===== src/inc/nv_store_regs.vh =====
// Register map, field positions, reset values and timing for the emulated NV word store
`ifndef NV_STORE_REGS_VH
`define NV_STORE_REGS_VH

// Byte offsets of the four registers on the AXI4-Lite bus
`define NV_OFF_WORD_ADDRESS 8'h00
`define NV_OFF_DATA_LOW 8'h04
`define NV_OFF_DATA_HIGH 8'h08
`define NV_OFF_CONTROL 8'h0C

// Store geometry
`define NV_WORDS 32
`define NV_WORD_W 14
`define NV_ADDR_W 5
`define NV_HIGH_W 6

// Control register field positions
`define NV_CTL_SEL_HI 7
`define NV_CTL_SEL_LO 6
`define NV_CTL_ERASE_EN 5
`define NV_CTL_ERASE_TRIG 4
`define NV_CTL_WRITE_EN 3
`define NV_CTL_WRITE_TRIG 2
`define NV_CTL_READ_EN 1
`define NV_CTL_READ_TRIG 0

// Reset values
`define NV_RST_WORD_ADDRESS 5'h00
`define NV_RST_DATA_LOW 8'h00
`define NV_RST_DATA_HIGH 6'h00
`define NV_RST_CONTROL 8'h00

// Timing: clock rate, shortest program time, read access time
`define NV_CLK_MHZ 200
`define NV_CLK_PERIOD_NS 5
`define NV_PROG_BASE_US 2000
`define NV_PROG_BASE_CYCLES (`NV_PROG_BASE_US * `NV_CLK_MHZ)
`define NV_READ_NS 10
`define NV_READ_CYCLES ((`NV_READ_NS + `NV_CLK_PERIOD_NS - 1) / `NV_CLK_PERIOD_NS)
`define NV_CNT_W 23

// AXI response codes
`define AXI_RESP_OKAY 2'h0
`define AXI_RESP_SLVERR 2'h2

`endif


===== src/verilog/emulated_nv_word_store_ctrl.v =====
// Emulated non-volatile word store controller with AXI4-Lite register access
//
// Functional notes
// - Store holds 32 words of 14 bits; erase clears the page, write/read one word.
// - Address register: 5-bit word address, reset zero, bits 7..5 read zero.
// - Data low register: full 8-bit read/write, word bits 7..0, reset zero.
// - Data high register: word bits 13..8 in low six bits, top two read zero.
// - Duration select 00/01/10/11 gives 2, 4, 8, 16 ms erase/write time.
// - Erase enable must be set first; cleared at erase end; zero blocks erase.
// - Erase trigger starts erase only when enable already set; cleared at end.
// - Write enable must be set first; cleared at write end; zero blocks write.
// - Write trigger starts word write only when enable already set; cleared at end.
// - Read enable must be set first; zero blocks reads; never auto-cleared.
// - Read trigger with read enable set reads one word; trigger cleared at end.
// - Processor is stalled from a started operation until it completes.
// - After an erase every word of the page reads as zero.
`timescale 1ns/1ps
`include "nv_store_regs.vh"

module emulated_nv_word_store_ctrl #(
    parameter integer PROG_BASE_CYCLES = `NV_PROG_BASE_CYCLES
) (
    // Clock and reset
    input wire clock,
    input wire rst,
    // AXI4-Lite write address channel
    input wire [7:0] awaddr,
    input wire [2:0] awprot,
    input wire awvalid,
    output wire awready,
    // AXI4-Lite write data channel
    input wire [31:0] wdata,
    input wire [3:0] wstrb,
    input wire wvalid,
    output wire wready,
    // AXI4-Lite write response channel
    output wire [1:0] bresp,
    output wire bvalid,
    input wire bready,
    // AXI4-Lite read address channel
    input wire [7:0] araddr,
    input wire [2:0] arprot,
    input wire arvalid,
    output wire arready,
    // AXI4-Lite read data channel
    output wire [31:0] rdata,
    output wire [1:0] rresp,
    output wire rvalid,
    input wire rready,
    // Processor stall while an operation runs
    output wire cpuStall
);

    // Operation states
    localparam [1:0] ST_IDLE = 2'b00;
    localparam [1:0] ST_ERASE = 2'b01;
    localparam [1:0] ST_WRITE = 2'b10;
    localparam [1:0] ST_READ = 2'b11;

    // Counter load values at counter width
    localparam [`NV_CNT_W-1:0] BASE_CNT = PROG_BASE_CYCLES[`NV_CNT_W-1:0];
    localparam integer READ_CYCLES = `NV_READ_CYCLES;
    localparam [`NV_CNT_W-1:0] CNT_ONE = 23'h000001;

    // Register index codes returned by the decoder
    localparam [2:0] IDX_NONE = 3'h0;
    localparam [2:0] IDX_ADDR = 3'h4;
    localparam [2:0] IDX_LOW = 3'h5;
    localparam [2:0] IDX_HIGH = 3'h6;
    localparam [2:0] IDX_CTL = 3'h7;

    // Address decode shared by the read and write paths; unmapped gives IDX_NONE
    function [2:0] regIndex;
        input [7:0] addr;
        begin
            case (addr)
                `NV_OFF_WORD_ADDRESS: regIndex = IDX_ADDR;
                `NV_OFF_DATA_LOW: regIndex = IDX_LOW;
                `NV_OFF_DATA_HIGH: regIndex = IDX_HIGH;
                `NV_OFF_CONTROL: regIndex = IDX_CTL;
                default: regIndex = IDX_NONE;
            endcase
        end
    endfunction

    // Erase/write duration: shortest time doubled per select step
    function [`NV_CNT_W-1:0] progCycles;
        input [1:0] sel;
        begin
            progCycles = BASE_CNT << sel;
        end
    endfunction

    // Storage array; no reset because the contents are meant to persist
    reg [`NV_WORD_W-1:0] store [0:`NV_WORDS-1];

    // Software-visible registers
    reg [`NV_ADDR_W-1:0] wordAddr_ff;
    reg [7:0] dataLow_ff;
    reg [`NV_HIGH_W-1:0] dataHigh_ff;
    reg [7:0] control_ff;
    reg [`NV_ADDR_W-1:0] nxt_wordAddr;
    reg [7:0] nxt_dataLow;
    reg [`NV_HIGH_W-1:0] nxt_dataHigh;
    reg [7:0] nxt_control;

    // Operation sequencer
    reg [1:0] state_ff;
    reg [`NV_CNT_W-1:0] count_ff;
    reg [1:0] nxt_state;
    reg [`NV_CNT_W-1:0] nxt_count;

    // Bus slave state
    reg [7:0] awAddr_ff;
    reg awHave_ff;
    reg [31:0] wData_ff;
    reg [3:0] wStrb_ff;
    reg wHave_ff;
    reg awReady_ff;
    reg wReady_ff;
    reg bValid_ff;
    reg [1:0] bResp_ff;
    reg arReady_ff;
    reg rValid_ff;
    reg [31:0] rData_ff;
    reg [1:0] rResp_ff;
    reg stall_ff;
    reg [7:0] nxt_awAddr;
    reg nxt_awHave;
    reg [31:0] nxt_wData;
    reg [3:0] nxt_wStrb;
    reg nxt_wHave;
    reg nxt_awReady;
    reg nxt_wReady;
    reg nxt_bValid;
    reg [1:0] nxt_bResp;
    reg nxt_arReady;
    reg nxt_rValid;
    reg [31:0] nxt_rData;
    reg [1:0] nxt_rResp;
    reg nxt_busy;

    // Decoded strobes into the storage array
    reg memErase;
    reg memProgram;
    reg doWrite;
    reg opDone;
    reg [2:0] wIdx;
    reg [2:0] rIdx;
    reg [7:0] wByte;

    // Outputs straight from flip-flops
    assign awready = awReady_ff;
    assign wready = wReady_ff;
    assign bvalid = bValid_ff;
    assign bresp = bResp_ff;
    assign arready = arReady_ff;
    assign rvalid = rValid_ff;
    assign rdata = rData_ff;
    assign rresp = rResp_ff;
    assign cpuStall = stall_ff;

    // Next-state logic for registers, sequencer and bus channels
    always @* begin
        nxt_wordAddr = wordAddr_ff;
        nxt_dataLow = dataLow_ff;
        nxt_dataHigh = dataHigh_ff;
        nxt_control = control_ff;
        nxt_state = state_ff;
        nxt_count = count_ff;
        nxt_awAddr = awAddr_ff;
        nxt_awHave = awHave_ff;
        nxt_wData = wData_ff;
        nxt_wStrb = wStrb_ff;
        nxt_wHave = wHave_ff;
        nxt_bValid = bValid_ff;
        nxt_bResp = bResp_ff;
        nxt_rValid = rValid_ff;
        nxt_rData = rData_ff;
        nxt_rResp = rResp_ff;
        memErase = 1'b0;
        memProgram = 1'b0;
        wIdx = regIndex(awAddr_ff);
        rIdx = regIndex(araddr);
        wByte = wData_ff[7:0];
        // Writes apply only between operations, once both halves are held
        doWrite = awHave_ff && wHave_ff && !bValid_ff && (state_ff == ST_IDLE);
        opDone = (state_ff != ST_IDLE) && (count_ff == CNT_ONE);

        // Capture address and data independently, in either order
        if (awvalid && awReady_ff) begin
            nxt_awAddr = awaddr;
            nxt_awHave = 1'b1;
        end
        if (wvalid && wReady_ff) begin
            nxt_wData = wdata;
            nxt_wStrb = wstrb;
            nxt_wHave = 1'b1;
        end

        // Register write; byte lane 0 carries every implemented bit
        if (doWrite) begin
            nxt_awHave = 1'b0;
            nxt_wHave = 1'b0;
            nxt_bValid = 1'b1;
            nxt_bResp = (wIdx == IDX_NONE) ? `AXI_RESP_SLVERR : `AXI_RESP_OKAY;
            if (wStrb_ff[0]) begin
                case (wIdx)
                    IDX_ADDR: nxt_wordAddr = wByte[`NV_ADDR_W-1:0];
                    IDX_LOW: nxt_dataLow = wByte;
                    IDX_HIGH: nxt_dataHigh = wByte[`NV_HIGH_W-1:0];
                    IDX_CTL: begin
                        nxt_control = wByte;
                        // A trigger sticks only if its enable was set beforehand
                        nxt_control[`NV_CTL_ERASE_TRIG] = wByte[`NV_CTL_ERASE_TRIG]
                            && control_ff[`NV_CTL_ERASE_EN];
                        nxt_control[`NV_CTL_WRITE_TRIG] = wByte[`NV_CTL_WRITE_TRIG]
                            && control_ff[`NV_CTL_WRITE_EN];
                        nxt_control[`NV_CTL_READ_TRIG] = wByte[`NV_CTL_READ_TRIG]
                            && control_ff[`NV_CTL_READ_EN];
                        // Erase outranks write, write outranks read
                        if (nxt_control[`NV_CTL_ERASE_TRIG]) begin
                            nxt_state = ST_ERASE;
                            nxt_count = progCycles(wByte[`NV_CTL_SEL_HI:`NV_CTL_SEL_LO]);
                            nxt_control[`NV_CTL_WRITE_TRIG] = 1'b0;
                            nxt_control[`NV_CTL_READ_TRIG] = 1'b0;
                        end else if (nxt_control[`NV_CTL_WRITE_TRIG]) begin
                            nxt_state = ST_WRITE;
                            nxt_count = progCycles(wByte[`NV_CTL_SEL_HI:`NV_CTL_SEL_LO]);
                            nxt_control[`NV_CTL_READ_TRIG] = 1'b0;
                        end else if (nxt_control[`NV_CTL_READ_TRIG]) begin
                            nxt_state = ST_READ;
                            nxt_count = READ_CYCLES[`NV_CNT_W-1:0];
                        end
                    end
                    default: nxt_control = control_ff;
                endcase
            end
        end

        // Write response retires on its handshake
        if (bValid_ff && bready) begin
            nxt_bValid = 1'b0;
        end

        // Count down the running operation
        if ((state_ff != ST_IDLE) && !opDone) begin
            nxt_count = count_ff - CNT_ONE;
        end

        // Completion: commit erase/write to the array or load the read word, and clear the finished bits
        if (opDone) begin
            nxt_state = ST_IDLE;
            nxt_count = {`NV_CNT_W{1'b0}};
            case (state_ff)
                ST_ERASE: begin
                    memErase = 1'b1;
                    nxt_control[`NV_CTL_ERASE_EN] = 1'b0;
                    nxt_control[`NV_CTL_ERASE_TRIG] = 1'b0;
                end
                ST_WRITE: begin
                    memProgram = 1'b1;
                    nxt_control[`NV_CTL_WRITE_EN] = 1'b0;
                    nxt_control[`NV_CTL_WRITE_TRIG] = 1'b0;
                end
                ST_READ: begin
                    // Read enable stays set for further reads
                    {nxt_dataHigh, nxt_dataLow} = store[wordAddr_ff];
                    nxt_control[`NV_CTL_READ_TRIG] = 1'b0;
                end
                default: nxt_state = ST_IDLE;
            endcase
        end

        // Read channel: answer one cycle after the address is taken
        if (arvalid && arReady_ff) begin
            nxt_rValid = 1'b1;
            nxt_rResp = `AXI_RESP_OKAY;
            case (rIdx)
                IDX_ADDR: nxt_rData = {27'h0000000, wordAddr_ff};
                IDX_LOW: nxt_rData = {24'h000000, dataLow_ff};
                IDX_HIGH: nxt_rData = {26'h0000000, dataHigh_ff};
                IDX_CTL: nxt_rData = {24'h000000, control_ff};
                default: begin
                    nxt_rData = 32'h00000000;
                    nxt_rResp = `AXI_RESP_SLVERR;
                end
            endcase
        end else if (rValid_ff && rready) begin
            nxt_rValid = 1'b0;
        end

        // Readies drop while busy, so the bus master sees the stall
        nxt_busy = (nxt_state != ST_IDLE);
        nxt_awReady = !nxt_awHave && !nxt_bValid && !nxt_busy;
        nxt_wReady = !nxt_wHave && !nxt_bValid && !nxt_busy;
        nxt_arReady = !nxt_rValid && !nxt_busy;
    end

    // Software registers and sequencer
    always @(posedge clock or posedge rst) begin
        if (rst) begin
            wordAddr_ff <= `NV_RST_WORD_ADDRESS;
            dataLow_ff <= `NV_RST_DATA_LOW;
            dataHigh_ff <= `NV_RST_DATA_HIGH;
            control_ff <= `NV_RST_CONTROL;
            state_ff <= ST_IDLE;
            count_ff <= {`NV_CNT_W{1'b0}};
            stall_ff <= 1'b0;
        end else begin
            wordAddr_ff <= nxt_wordAddr;
            dataLow_ff <= nxt_dataLow;
            dataHigh_ff <= nxt_dataHigh;
            control_ff <= nxt_control;
            state_ff <= nxt_state;
            count_ff <= nxt_count;
            stall_ff <= nxt_busy;
        end
    end

    // Bus slave channel state
    always @(posedge clock or posedge rst) begin
        if (rst) begin
            awAddr_ff <= 8'h00;
            awHave_ff <= 1'b0;
            wData_ff <= 32'h00000000;
            wStrb_ff <= 4'h0;
            wHave_ff <= 1'b0;
            awReady_ff <= 1'b0;
            wReady_ff <= 1'b0;
            bValid_ff <= 1'b0;
            bResp_ff <= `AXI_RESP_OKAY;
            arReady_ff <= 1'b0;
            rValid_ff <= 1'b0;
            rData_ff <= 32'h00000000;
            rResp_ff <= `AXI_RESP_OKAY;
        end else begin
            awAddr_ff <= nxt_awAddr;
            awHave_ff <= nxt_awHave;
            wData_ff <= nxt_wData;
            wStrb_ff <= nxt_wStrb;
            wHave_ff <= nxt_wHave;
            awReady_ff <= nxt_awReady;
            wReady_ff <= nxt_wReady;
            bValid_ff <= nxt_bValid;
            bResp_ff <= nxt_bResp;
            arReady_ff <= nxt_arReady;
            rValid_ff <= nxt_rValid;
            rData_ff <= nxt_rData;
            rResp_ff <= nxt_rResp;
        end
    end

    // Storage array update; the whole page is one erase unit
    integer i;
    always @(posedge clock) begin
        if (memErase) begin
            for (i = 0; i < `NV_WORDS; i = i + 1) begin
                store[i] <= {`NV_WORD_W{1'b0}};
            end
        end else if (memProgram) begin
            // Programs the full word; pre-erase is the caller's job
            store[wordAddr_ff] <= {dataHigh_ff, dataLow_ff};
        end
    end
endmodule // emulated_nv_word_store_ctrl


===== config.mk =====
export PLATFORM = sky130hd
export DESIGN_NAME = emulated_nv_word_store_ctrl
export DESIGN_NICKNAME = d
export VERILOG_FILES = /design/src/verilog/emulated_nv_word_store_ctrl.v
export VERILOG_INCLUDE_DIRS = /design/src /design/src/inc
export SDC_FILE = /design/constraint.sdc
export NUM_CORES = 1
export LEC_CHECK = 0
export BUFFER_PORTS_ARGS = -buffer_cell sky130_fd_sc_hd__clkbuf_2
export CELL_PAD_IN_SITES_DETAIL_PLACEMENT = 2
export CELL_PAD_IN_SITES_GLOBAL_PLACEMENT = 2
export CORE_MARGIN = 10
export CORE_UTILIZATION = 48
export DETAILED_ROUTE_END_ITERATION = 8
export MAX_ROUTING_LAYER = met4
export PLACE_DENSITY_LB_ADDON = 0.05
export RECOVER_POWER = 25
export SETUP_SLACK_MARGIN = 0.5
export SYNTH_ARGS = -nofsm -noshare
export SYNTH_HDL_FRONTEND = slang
export SYNTH_SLANG_ARGS = --single-unit

===== constraint.sdc =====
create_clock -name clock -period 4.5 [get_ports clock]
set_input_delay 0.9 -clock clock [delete_from_list [all_inputs] [get_ports clock]]
set_output_delay 0.9 -clock clock [all_outputs]
set_load 0.05 [all_outputs]

# Yosys cells after proc, flatten, opt, wreduce, memory -nomap -nowiden
# Memory sizes are Yosys's and may differ from the RTL's.
# Index checks and enable logic that the tools add are counted.
# word_totals
n_memories	1
ram_bits	448
wordCells	143
register_bits	113
inputBits	65
out_inout_bits	42
# classes
muxes	61
shifts	1
reduce_logical	40
eq_ne	18
addsub	1
# mem_list
name	words	width	rd	rd_clocked_by_memory_dff	wr	line	text
store	32	14	1	0	32	emulated_nv_word_store_ctrl.v:95	reg [`NV_WORD_W-1:0] store [0:`NV_WORDS-1];
# op_table
operator	n
2-to-1 mux 23 bit	8
2-to-1 mux 6 bit	8
2-to-1 mux 8 bit	5
equality test 8 x 4 -> 1 bit, second input constant	4
one-hot mux 8 bit (4 select lines)	1
equality test 3 bit, second input constant	8
one-hot mux 3 bit (4 select lines)	2
equality test 23 x 1 -> 1 bit, second input constant	1
2-to-1 mux 1 bit	23
left shift 19 x 2 -> 23 bit, first input constant	1
subtractor 23 x 1 -> 23 bit, second input constant	1
2-to-1 mux 2 bit	11
logical AND 1 bit	18
equality test 8 x 3 -> 1 bit, second input constant	2
logical NOT 8 bit	2
2-to-1 mux 14 bit	1
OR reduction 14 bit	1
nonzero test 3 bit	3
logical NOT 1 bit	7
AND reduction 3 bit	2
2-to-1 mux 5 bit	1
nonzero test 5 bit	1
equality test 2 bit, second input constant	2
2-to-1 mux 4 bit	1
6 further kinds	7

# Longest topological paths before layout
# Gate-level depths: netlist (run 1).
# logic_depth
word_depth	11
mapped_depth	10
mapped_depth_nobuf	7

# Worst setup path before layout (run 1)
# No wires, ideal clock.
# synth_path
path_type	register -> register
start	register count_ff[1]
end	memory store[15][0] in the netlist's numbering (enable)
path_buffers	3
arrival_ns	2.684
setup_slack_ns	1.412
t_required_ns	4.096
path_stages_with_launch	10
setup_time_ns	0.404
synth_period_minus_slack_ns	3.088
path_cell_list	dfrtp_1 -> inv_1 -> ha_1 -> nor3b_1 -> and3_1 -> buf_4 -> nand4_4 -> buf_2 -> buf_2 -> o21ai_0
# synth_lines
element	line	text
start, declared	emulated_nv_word_store_ctrl.v:109	reg [`NV_CNT_W-1:0] count_ff;
start signal, assigned	emulated_nv_word_store_ctrl.v:308	count_ff <= {`NV_CNT_W{1'b0}};
start signal, assigned	emulated_nv_word_store_ctrl.v:316	count_ff <= nxt_count;
end, declared	emulated_nv_word_store_ctrl.v:95	

==> run_results.csv, run 1 <==
group,metric,value,unit
worst_hold_path,worstHoldPathType,"reg -> reg",
grt,grt_pass1_vias,17600,
route,wirelength,81400,um
route,drtIter0Drc,1565,
sta,finalHoldWorstSlack,0.480,ns
sta,fin_setup_tns,0,ns
yosys,largest_family_of_logic_cells_by_synthesized_area,"simple AND/OR/NAND/NOR gates",
setup_path,worstSetupPathType,"reg -> reg",
sta,slew_viol_final,60,
placement,total_cell_area_at_the_placement_stage,26300,um^2
power_and_ir_drop,vdd_ir_drop_max,0.335,mV
sta,timing.final.crit_share,85.4,%
setup_path,worstPathMaxFanout,40,
yosys,postSynthCellCount,1838,
yosys,synth_edf_count,448,
cts,cts_hold_buf,0,
route,drt_first_pass_iters,5,
cts,worstSkewPairLatency,0.65,ns
route,drc,0,
cts,number_of_gates_resized_after_cts,0,
route,vias_per_cell,6.19,
grt,antenna_found_initial,4,
job,cap_violations,3,
cts,post_cts.repair.setup_buffers,0,
layout,fillCellCount,4776,
placement,dpl.hpwl,53200,um
route,dr_total_vias,16100,
power_and_ir_drop,power-per-cell-area,418,nW/um^2
setup_path,critical_path.startpoint_type,"flip-flop",
grt,grt_first_pass_wirelength,122000,um
yosys,ys_seq_area_share,61.6,%
yosys,synthDominantCellAreaShare,53.0,%
yosys,area_share_of_fa_ha_maj_cells_after_synthesis,0.345,%
cts,tritoncts,"done",
setup_path,worstSetupEndpointType,"flip-flop",
floorplanning,io_pins,107,
cts,clock_sinks,535,
yosys,ys_seq_elements,535,
yosys,synth.avg_cell_area,13.8,um^2
worst_hold_path,hold_path.startpoint,"awHave_ff$_DFF_PP0_",
sta,setup_repair_after_global_routing_missed_its_margin,"false",
run_status,violations,"capacitance limit, slew limit",
placement,port-buffer-count,47,
floorplanning,dieArea,62400,um^2
placement,dp.cells,2496,
layout,share_of_post_route_cells_with_drive_strength_above_1,18.1,%
sta,post-route-min-period,3.84,ns
yosys,main_synth_ff_type,"edfxtp_1",
route,antenna_violating_nets_post_route,0,
yosys,synth_compound_area_share,5.28,%
sta,timing.final.setup_violations,0,
yosys,post_synth_instance_area,25400,um^2
yosys,post_synth_mux_area_share,12.7,%
setup_path,cp.required,4.82,ns
power_and_ir_drop,total_leakage_power,0.00834,uW
grt,grt_start_max_net_pins,57,
sta,worst_slew_margin_rel,-12.5,%
floorplanning,coreArea,52400,um^2
layout,fin_util,53.3,%
setup_path,crit_path_start,"count_ff[3]$_DFFE_PP0P_",
sta,worst_slew_pin_slew,1.67,ns
sta,finalHoldViolations,0,
layout,syn2layout_area_growth,10.3,%
layout,finalNetCount,1939,
yosys,yosys_warnings,0,
placement,rd_place_congestion,0.821,
grt,grt.overflow.total,0,
sta,f_max,0.260,GHz
yosys,post_synth_and_or_nand_nor_area_fraction,15.8,%
cts,clock_pin_slew_of_the_registers_on_the_worst_case_setup_and_hold_paths,0.06,ns
floorplanning,initial_core_util,48.4,%
route,detail_route.wl_per_cell,31.3,um
setup_path,worst_r2r_startpoint,"count_ff[3]$_DFFE_PP0P_",
yosys,synth-async-reset-ratio,16.3,%
sta,finalClockSkew,0.0311,ns
yosys,synth.most_common_cell,"edfxtp_1",
cts,root_buffer,"clkbuf_16",
yosys,largest_area_contributor_in_the_synthesized_netlist,"edfxtp_1",
run_status,outcome,"finished with violations",
cts,cts_inserted_buffers,57,
yosys,synth-xor-area-share,0.0345,%
setup_path,cp_data_arrival_time,4.16,ns
cts,cts.htree.levels,2,
floorplanning,die_x,250,um
layout,final_design_area_excluding_fillers,28000,um^2
yosys,synthTopCellsByCount,"edfxtp_1 (448), and2_1 (354), nor3_1 (112)",
cts,clk_path_buf_depth,3,
floorplanning,row_count,84,
yosys,synthTopCellsByArea,"edfxtp_1 (53%), and2_1 (8.7%), mux4_2 (8.6%)",
grt,grt.total_usage,26.6,%
floorplanning,die_h,250,um
layout,finish.cell_count_without_fillers,2603,
yosys,netlist-cell-type-count,76,
worst paths after layout:
path	depth (start not counted)	end	slack, ns
setup / recovery	7	store[5][5]$_SDFFCE_PN0P_	0.66
hold / removal	1	awready$_DFF_PP0_	0.48
setup reg to reg	7	store[5][5]$_SDFFCE_PN0P_	0.66
hold reg to reg	1	awready$_DFF_PP0_	0.48
max in group asynchronous	3	awready$_DFF_PP0_	1.80
min in group asynchronous	2	wData_ff[4]$_DFFE_PP0P_	0.64
state kept, by name, summed over array words and instances, names as in the netlist, 2 cells and up:
name	flops
store	448
count_ff	23
awAddr_ff	8
control_ff	8
dataLow_ff	8
rdata	8
wData_ff	8
dataHigh_ff	6
wordAddr_ff	5
state_ff	2
per-layer routing:
metal	vias to the layer above	part of all wire, %	global-route usage, %
met3	149	5.7	3.63
met4	0	3.3	9.25
met2	548	51	44.2
li1	6834	-	-
met1	8592	40	33.0
met5	-	0	-
report_power, final:
| part | internal, uW | switching [uW] | leakage (uW) | total, uW |
|---|---|---|---|---|
| sequential | 5430 | 330 | 0.00423 | 5760 |
| clock | 2630 | 2020 | 0.000878 | 4650 |
| combinational | 433 | 849 | 0.00324 | 1280 |
worst max-delay path, cell delays in order, from the launching register on:
cell      delay [ns]
dfrtp_1         0.43
nor3_2          0.44
and4_1          0.54
buf_4           0.23
nand4_1         0.10
clkbuf_2        0.68
o21ai_1         0.73
buf_4           0.32
cells in the final DEF (no fill, tap or decap), types with 7 or more instances in the layout:
cell	Yosys	layout
a22o_1	17	17
clkbuf_2	3	32
clkbuf_16	0	57
clkinv_2	0	10
clkinv_1	0	15
nor2_1	65	65
a22oi_1	14	14
or3_1	8	8
clkbuf_1	84	37
mux4_2	97	97
edfxtp_1	448	448
dfrtp_1	87	81
nand2b_1	7	7
conb_1	1	26
nand3_1	16	16
o22ai_1	8	8
nand2_1	48	48
and2_0	0	17
mux2_2	38	37
and2_1	354	337
nor4_1	5	7
a211oi_1	11	11
buf_4	46	84
nand4_1	10	11
nor2b_1	9	9
ha_1	7	7
nor3_1	112	113
inv_1	13	12
a31oi_1	17	17
o21ai_1	20	29
a21oi_1	32	32
mux2i_1	62	62
o21ai_0	47	39
per-stage QoR:
stage | power, uW | setup slack [ns]
floorplan | 6620 | 1.35
global placement | 7080 | 1.26
detailed placement | 7150 | 1.13
CTS | 11800 | 1.10
global route | 12100 | 0.469
finish | 11700 | 0.658
layout make-up:
type                            instances  area [um^2]  area share [%]
Clock inverter                         33          294            1.05
Sequential cell                       535        15600            55.9
Tap cell                              688          861            3.08
Antenna cell                            2         5.00          0.0179
Clock buffer                           72         1490            5.34
Timing Repair Buffer                  140          897            3.21
Multi-Input combinational cell       1120         8720            31.2
Inverter                               13         50.0           0.179
logic make-up (layout without fill, tap and decap cells):
logic type	after synthesis	in the layout
adders and majority gates	7	7
and+or+nand+nor	681	681
muxes	197	197
AOI/OAI and AO/OA	208	208
buffers and inverters	208	258
xor gates and xnor gates	1	1
DFF	535	535
other	1	28
No activity file was read; power rests on OpenSTA's default activity.
==> run 2: changes to the inputs <==
--- a/config.mk
+++ b/config.mk
@@ -10,7 +10,8 @@
 export CELL_PAD_IN_SITES_DETAIL_PLACEMENT = 2
 export CELL_PAD_IN_SITES_GLOBAL_PLACEMENT = 2
 export CORE_MARGIN = 10
-export CORE_UTILIZATION = 48
+export CORE_UTILIZATION = 50
+export CTS_BUF_LIST = sky130_fd_sc_hd__clkbuf_8
 export DETAILED_ROUTE_END_ITERATION = 8
 export MAX_ROUTING_LAYER = met4
 export PLACE_DENSITY_LB_ADDON = 0.05
==> run 2 against run 1 <==
The run still ends with capacitance limit, slew limit left; sequential power decreased by 0.7%; combinational power increased by 3%; register-to-register slack got worse by 0.14 ns; worst hold slack got worse by 0.029 ns; core utilization increased by 1.9 points; non-clock buffer count decreased by 16.
==> run_results.csv, run 2 (synthesis results as in run 1) <==
group,metric,value,unit
power_and_ir_drop,vdd_ir_drop_max,0.258,mV
setup_path,wp_depth,6,
cts,cts.htree.levels,3,
grt,grt_pass1_vias,17800,
sta,fin_setup_tns,0,ns
layout,layout.cells.most_common,"edfxtp_1",
placement,dpl.hpwl,54300,um
setup_path,crit_path_cell_trace,"nor3_1 > and4_1 > nand4_4 > buf_4 > o21ai_1 > buf_4",
worst_hold_path,hold_depth,2,
placement,port-buffer-count,47,
floorplanning,coreArea,50200,um^2
layout,final_design_area_excluding_fillers,27700,um^2
setup_path,critical-path-max-stage-delay,0.71,ns
layout,finalNetCount,1957,
power_and_ir_drop,post-layout-total-power,11000,uW
sta,setup_repair_after_global_routing_missed_its_margin,"false",
layout,top_regs,"store x448, count_ff x23",
route,wirelength,81000,um
setup_path,rr_worst_depth,6,
placement,dp.cells,2464,
sta,post-route-min-period,3.98,ns
sta,timing.final.setup_violations,0,
floorplanning,io_pins,107,
floorplanning,row_count,82,
worst_hold_path,worstHoldPathType,"in -> reg",
setup_path,critical_path.top_delay_family,"simple AND/OR/NAND/NOR gates",
setup_path,cp_data_arrival_time,4.36,ns
sta,finalHoldWorstSlack,0.451,ns
setup_path,crit_slowest_cell,"and4_1",
route,drc,0,
route,drtIter0Drc,1205,
power_and_ir_drop,total_leakage_power,0.00833,uW
run_status,outcome,"finished with violations",
layout,syn2layout_area_growth,9.17,%
power_and_ir_drop,power-per-cell-area,399,nW/um^2
floorplanning,dieArea,60100,um^2
setup_path,worstPathMaxFanout,21,
grt,grt_start_max_net_pins,61,
sta,timing.final.crit_share,88.4,%
grt,grt.total_usage,27.9,%
sta,worst_slew_margin_rel,-86.4,%
sta,f_max,0.251,GHz
grt,grt_first_pass_wirelength,121000,um
sta,slew_viol_final,74,
setup_path,worstSetupPathType,"reg -> reg",
layout,fillCellCount,4579,
run_status,violations,"capacitance limit, slew limit",
job,cap_violations,3,
setup_path,cp.required,4.88,ns
cts,clock_pin_slew_of_the_registers_on_the_worst_case_setup_and_hold_paths,0.06,ns
setup_path,timing.critical_path.buf_inv,2,
cts,number_of_gates_resized_after_cts,0,
grt,antenna_found_initial,0,
route,drt_first_pass_iters,5,
route,dr_total_vias,16300,
sta,finalHoldViolations,0,
setup_path,critical_path.startpoint_type,"flip-flop",
cts,tritoncts,"done",
route,detail_route.wl_per_cell,30.8,um
cts,post_cts.repair.setup_buffers,0,
route,antenna_violating_nets_post_route,0,
grt,grt.overflow.total,0,
layout,layout_common_cells,"edfxtp_1 (448), and2_1 (348), nor3_1 (114)",
placement,total_cell_area_at_the_placement_stage,26100,um^2
layout,finish.cell_count_without_fillers,2630,
cts,worstSkewPairLatency,0.70,ns
layout,largest-register,"store",
cts,clock_sinks,535,
floorplanning,initial_core_util,50.6,%
floorplanning,die_x,245,um
sta,finalClockSkew,0.0354,ns
cts,clk_path_buf_depth,3,
floorplanning,die_h,245,um
placement,rd_place_congestion,0.839,
sta,worst_slew_pin_slew,2.78,ns
setup_path,crit_path_frequent_cell,"buf_4",
layout,share_of_post_route_cells_with_drive_strength_above_1,18.6,%
setup_path,worstSetupEndpointType,"flip-flop",
cts,root_buffer,"clkbuf_8",
cts,cts_inserted_buffers,91,
cts,cts_hold_buf,0,
layout,number_of_flip_flops_in_the_largest_register,448,
route,vias_per_cell,6.18,
==> run 2: path summary, 6_finish.rpt <==
check / endpoint / startpoint / slack (ns)
setup / recovery: store[4][4]$_SDFFCE_PN0P_ / count_ff[3]$_DFFE_PP0P_ / 0.52
hold / removal: rvalid$_DFF_PP0_ / rready / 0.45
setup reg to reg: store[4][4]$_SDFFCE_PN0P_ / count_ff[3]$_DFFE_PP0P_ / 0.52
hold reg to reg: rdata[7]$_DFFE_PP0P_ / rdata[7]$_DFFE_PP0P_ / 0.49
max in group asynchronous: wordAddr_ff[0]$_DFFE_PP0P_ / rst / 1.98
min in group asynchronous: count_ff[5]$_DFFE_PP0P_ / rst / 0.99
==> run 2: where the power goes <==
| group | switching, uW | internal, uW | total (uW) | leakage (uW) |
|---|---|---|---|---|
| Sequential | 283 | 5440 | 5720 | 0.00423 |
| Combinational | 891 | 431 | 1320 | 0.00319 |
| Clock | 2030 | 1970 | 4000 | 0.000917 |
| Total | 3210 | 7830 | 11000 | 0.00833 |
==> run 2: through the flow <==
stage | worst slack, ns | util, %
CTS | 0.803 | 55.3
global route | 0.321 | 55.2
floorplan | 1.35 | -
detailed placement | 0.875 | 52.1
global placement | 1.09 | 52.1
finish | 0.520 | 55.2
==> run 2: routing by layer <==
metal / part of all wire, % / track usage, %
met5: 0 / -
met4: 3.3 / 9.52
met3: 5.7 / 4.74
met2: 51 / 46.2
met1: 40 / 34.3
==> run 2: layout make-up <==
cell class / count / area (um^2) / share of cell area (%)
flip-flops and latches: 535 / 15600 / 56.5
clock inverters: 69 / 289 / 1.04
repair buffers: 124 / 807 / 2.91
diodes: 1 / 2.50 / 0.00904
inverters: 13 / 50.0 / 0.181
multi-input cells: 1120 / 8740 / 31.6
clock buffers: 96 / 1320 / 4.77
well taps: 672 / 841 / 3.04
==> run 3: changes to the inputs <==
==> constraint.sdc (replaced) <==
create_clock -name clock -period 4.5 [get_ports clock]
set_input_delay 0.9 -clock clock [delete_from_list [all_inputs] [get_ports clock]]
set_output_delay 0.9 -clock clock [all_outputs]
set_load 0.005 [all_outputs]
==> run 3 against run 2 <==
The flow still finishes with violations (capacitance limit, slew limit); power is 0.92% lower; non-clock buffer count stayed put; core utilization hardly changed; flip-flop and latch count stayed put; clock power hardly changed; first-iteration DRC count stayed put; critical endpoint unchanged; largest cell class unchanged; largest power group unchanged.
==> run_results.csv, run 3 (synthesis results as in run 1) <==
group,metric,value,unit
run_status,outcome,"finished with violations",
run_status,violations,"capacitance limit, slew limit",
grt,grt_pass1_vias,17800,
layout,layout_common_cells,"edfxtp_1 (448), and2_1 (348), nor3_1 (114)",
placement,port-buffer-count,47,
power_and_ir_drop,pwr-share-clk,36.6,%
sta,finalHoldViolations,0,
layout,syn2layout_area_growth,9.18,%
sta,fin_setup_tns,0,ns
power_and_ir_drop,netSwitchingFraction,28.4,%
layout,top_regs,"store x448, count_ff x23",
grt,grt.overflow.total,0,
power_and_ir_drop,sequential_share_of_power,52.3,%
grt,grt_first_pass_wirelength,121000,um
cts,post_cts.repair.setup_buffers,0,
worst_hold_path,worstHoldPathType,"in -> reg",
cts,cts.htree.levels,3,
floorplanning,row_count,82,
layout,layout.area.seq,15600,um^2
layout,share_of_post_route_cells_with_drive_strength_above_1,18.7,%
setup_path,worstSetupEndpointType,"flip-flop",
layout,largest-register,"store",
job,cap_violations,3,
route,dr_total_vias,16300,
power_and_ir_drop,total_leakage_power,0.00834,uW
sta,setup_repair_after_global_routing_missed_its_margin,"false",
floorplanning,die_x,245,um
setup_path,critical-path-max-stage-delay,0.71,ns
setup_path,crit_path_start,"count_ff[3]$_DFFE_PP0P_",
power_and_ir_drop,post-layout-total-power,10900,uW
cts,worstSkewPairLatency,0.70,ns
route,antenna_violating_nets_post_route,0,
route,detail_route.wl_per_cell,30.8,um
setup_path,setup.reg_to_reg.worst_slack,0.52,ns
setup_path,worstPathMaxFanout,21,
route,drc,0,
floorplanning,initial_core_util,50.6,%
setup_path,cp.required,4.88,ns
setup_path,crit_slowest_cell,"and4_1",
route,wirelength,81000,um
cts,tritoncts,"done",
setup_path,crit_path_cell_trace,"nor3_1 > and4_1 > nand4_4 > buf_4 > o21ai_1 > buf_4",
floorplanning,io_pins,107,
setup_path,worst_r2r_startpoint,"count_ff[3]$_DFFE_PP0P_",
sta,worst_slew_margin_rel,-86.4,%
grt,antenna_found_initial,0,
cts,clock_pin_slew_of_the_registers_on_the_worst_case_setup_and_hold_paths,0.06,ns
sta,timing.final.setup_violations,0,
setup_path,endpoint,"store[4][4]$_SDFFCE_PN0P_",
grt,grt.total_usage,27.9,%
setup_path,worstSetupPathType,"reg -> reg",
cts,cts_hold_buf,0,
cts,root_buffer,"clkbuf_8",
layout,area_used_by_multi_input_combinational_logic,8740,um^2
placement,dpl.hpwl,54300,um
setup_path,cp_data_arrival_time,4.36,ns
route,vias_per_cell,6.18,
power_and_ir_drop,power-per-cell-area,395,nW/um^2
cts,cts_inserted_buffers,91,
layout,finalNetCount,1957,
setup_path,worst_r2r_endpoint,"store[4][4]$_SDFFCE_PN0P_",
setup_path,crit_path_frequent_cell,"buf_4",
sta,f_max,0.251,GHz
cts,number_of_gates_resized_after_cts,0,
sta,timing.final.crit_share,88.5,%
route,drt_first_pass_iters,5,
sta,finalClockSkew,0.0361,ns
sta,post-route-min-period,3.98,ns
setup_path,critical_path.startpoint_type,"flip-flop",
floorplanning,coreArea,50200,um^2
floorplanning,dieArea,60100,um^2
placement,rd_place_congestion,0.839,
cts,clk_path_buf_depth,3,
setup_path,rr_worst_depth,6,
layout,fillCellCount,4579,
power_and_ir_drop,p_int,7840,uW
sta,slew_viol_final,74,
floorplanning,die_h,245,um
power_and_ir_drop,vdd_ir_drop_max,0.258,mV
layout,number_of_flip_flops_in_the_largest_register,448,
sta,worst_slew_pin_slew,2.78,ns
layout,layout.cells.most_common,"edfxtp_1",
route,drtIter0Drc,1205,
power_and_ir_drop,power_switching,3110,uW
power_and_ir_drop,combinational_cell_fraction_of_total_power,11.2,%
grt,grt_start_max_net_pins,61,
cts,clock_sinks,535,
run 3: cell type report:
type / count / share of cell area (%)
diodes: 1 / 0.00904
clock buffers: 96 / 4.77
clock inverters: 69 / 1.04
inverters: 13 / 0.181
multi-input cells: 1120 / 31.6
flip-flops and latches: 535 / 56.5
well taps: 672 / 3.04
repair buffers: 124 / 2.92
run 3: layer usage:
layer / vias to the layer above / GRT usage (%) / wire, um
met5: - / - / 0
met4: 0 / 9.52 / 2680
met3: 156 / 4.74 / 4620
met2: 573 / 46.2 / 41000
met1: 8633 / 34.3 / 32600
li1: 6891 / - / -
run 3: worst min-delay path by stage:
stage,from,end,depth (start not counted)
finish,rready,rvalid$_DFF_PP0_,2
global route,rready,rvalid$_DFF_PP0_,2
CTS,rready,rvalid$_DFF_PP0_,2
detailed placement,awHave_ff$_DFF_PP0_,awready$_DFF_PP0_,1
global placement,awHave_ff$_DFF_PP0_,awready$_DFF_PP0_,1
floorplan,awHave_ff$_DFF_PP0_,awready$_DFF_PP0_,1
run 3: worst max-delay path, delay by kind of cell, from the launching register on:
| family | cells | cell delay (ns) |
|---|---|---|
| AND/OR/NAND/NOR | 3 | 1.92 |
| buffers and inverters | 2 | 0.75 |
| flip-flops | 1 | 0.43 |
| AO/OA/AOI/OAI | 1 | 0.55 |
run 3: power by group through the flow:
| stage | clock network [uW] | registers [uW] | logic [uW] |
|---|---|---|---|
| detailed placement | 0 | 5820 | 1220 |
| CTS | 4080 | 5720 | 1230 |
| finish | 4000 | 5720 | 1220 |
| global route | 4280 | 5740 | 1320 |
| global placement | 0 | 5800 | 1160 |
| floorplan | 0 | 5650 | 871 |
run 3: stage by stage:
stage | hold WS (ns) | std cells | worst slack (ns) | area [um^2] | util (%)
final | 0.451 | 2630 | 0.519 | 27700 | 55.2
after global routing | 0.432 | 2629 | 0.321 | 27700 | 55.2
after CTS | 0.399 | 2629 | 0.803 | 27700 | 55.3
after detailed placement | 0.479 | 2464 | 0.875 | 26100 | 52.1
after global placement | 0.463 | 2464 | 1.09 | 26100 | 52.1
after floorplan | 0.432 | 1863 | 1.35 | 25500 | -
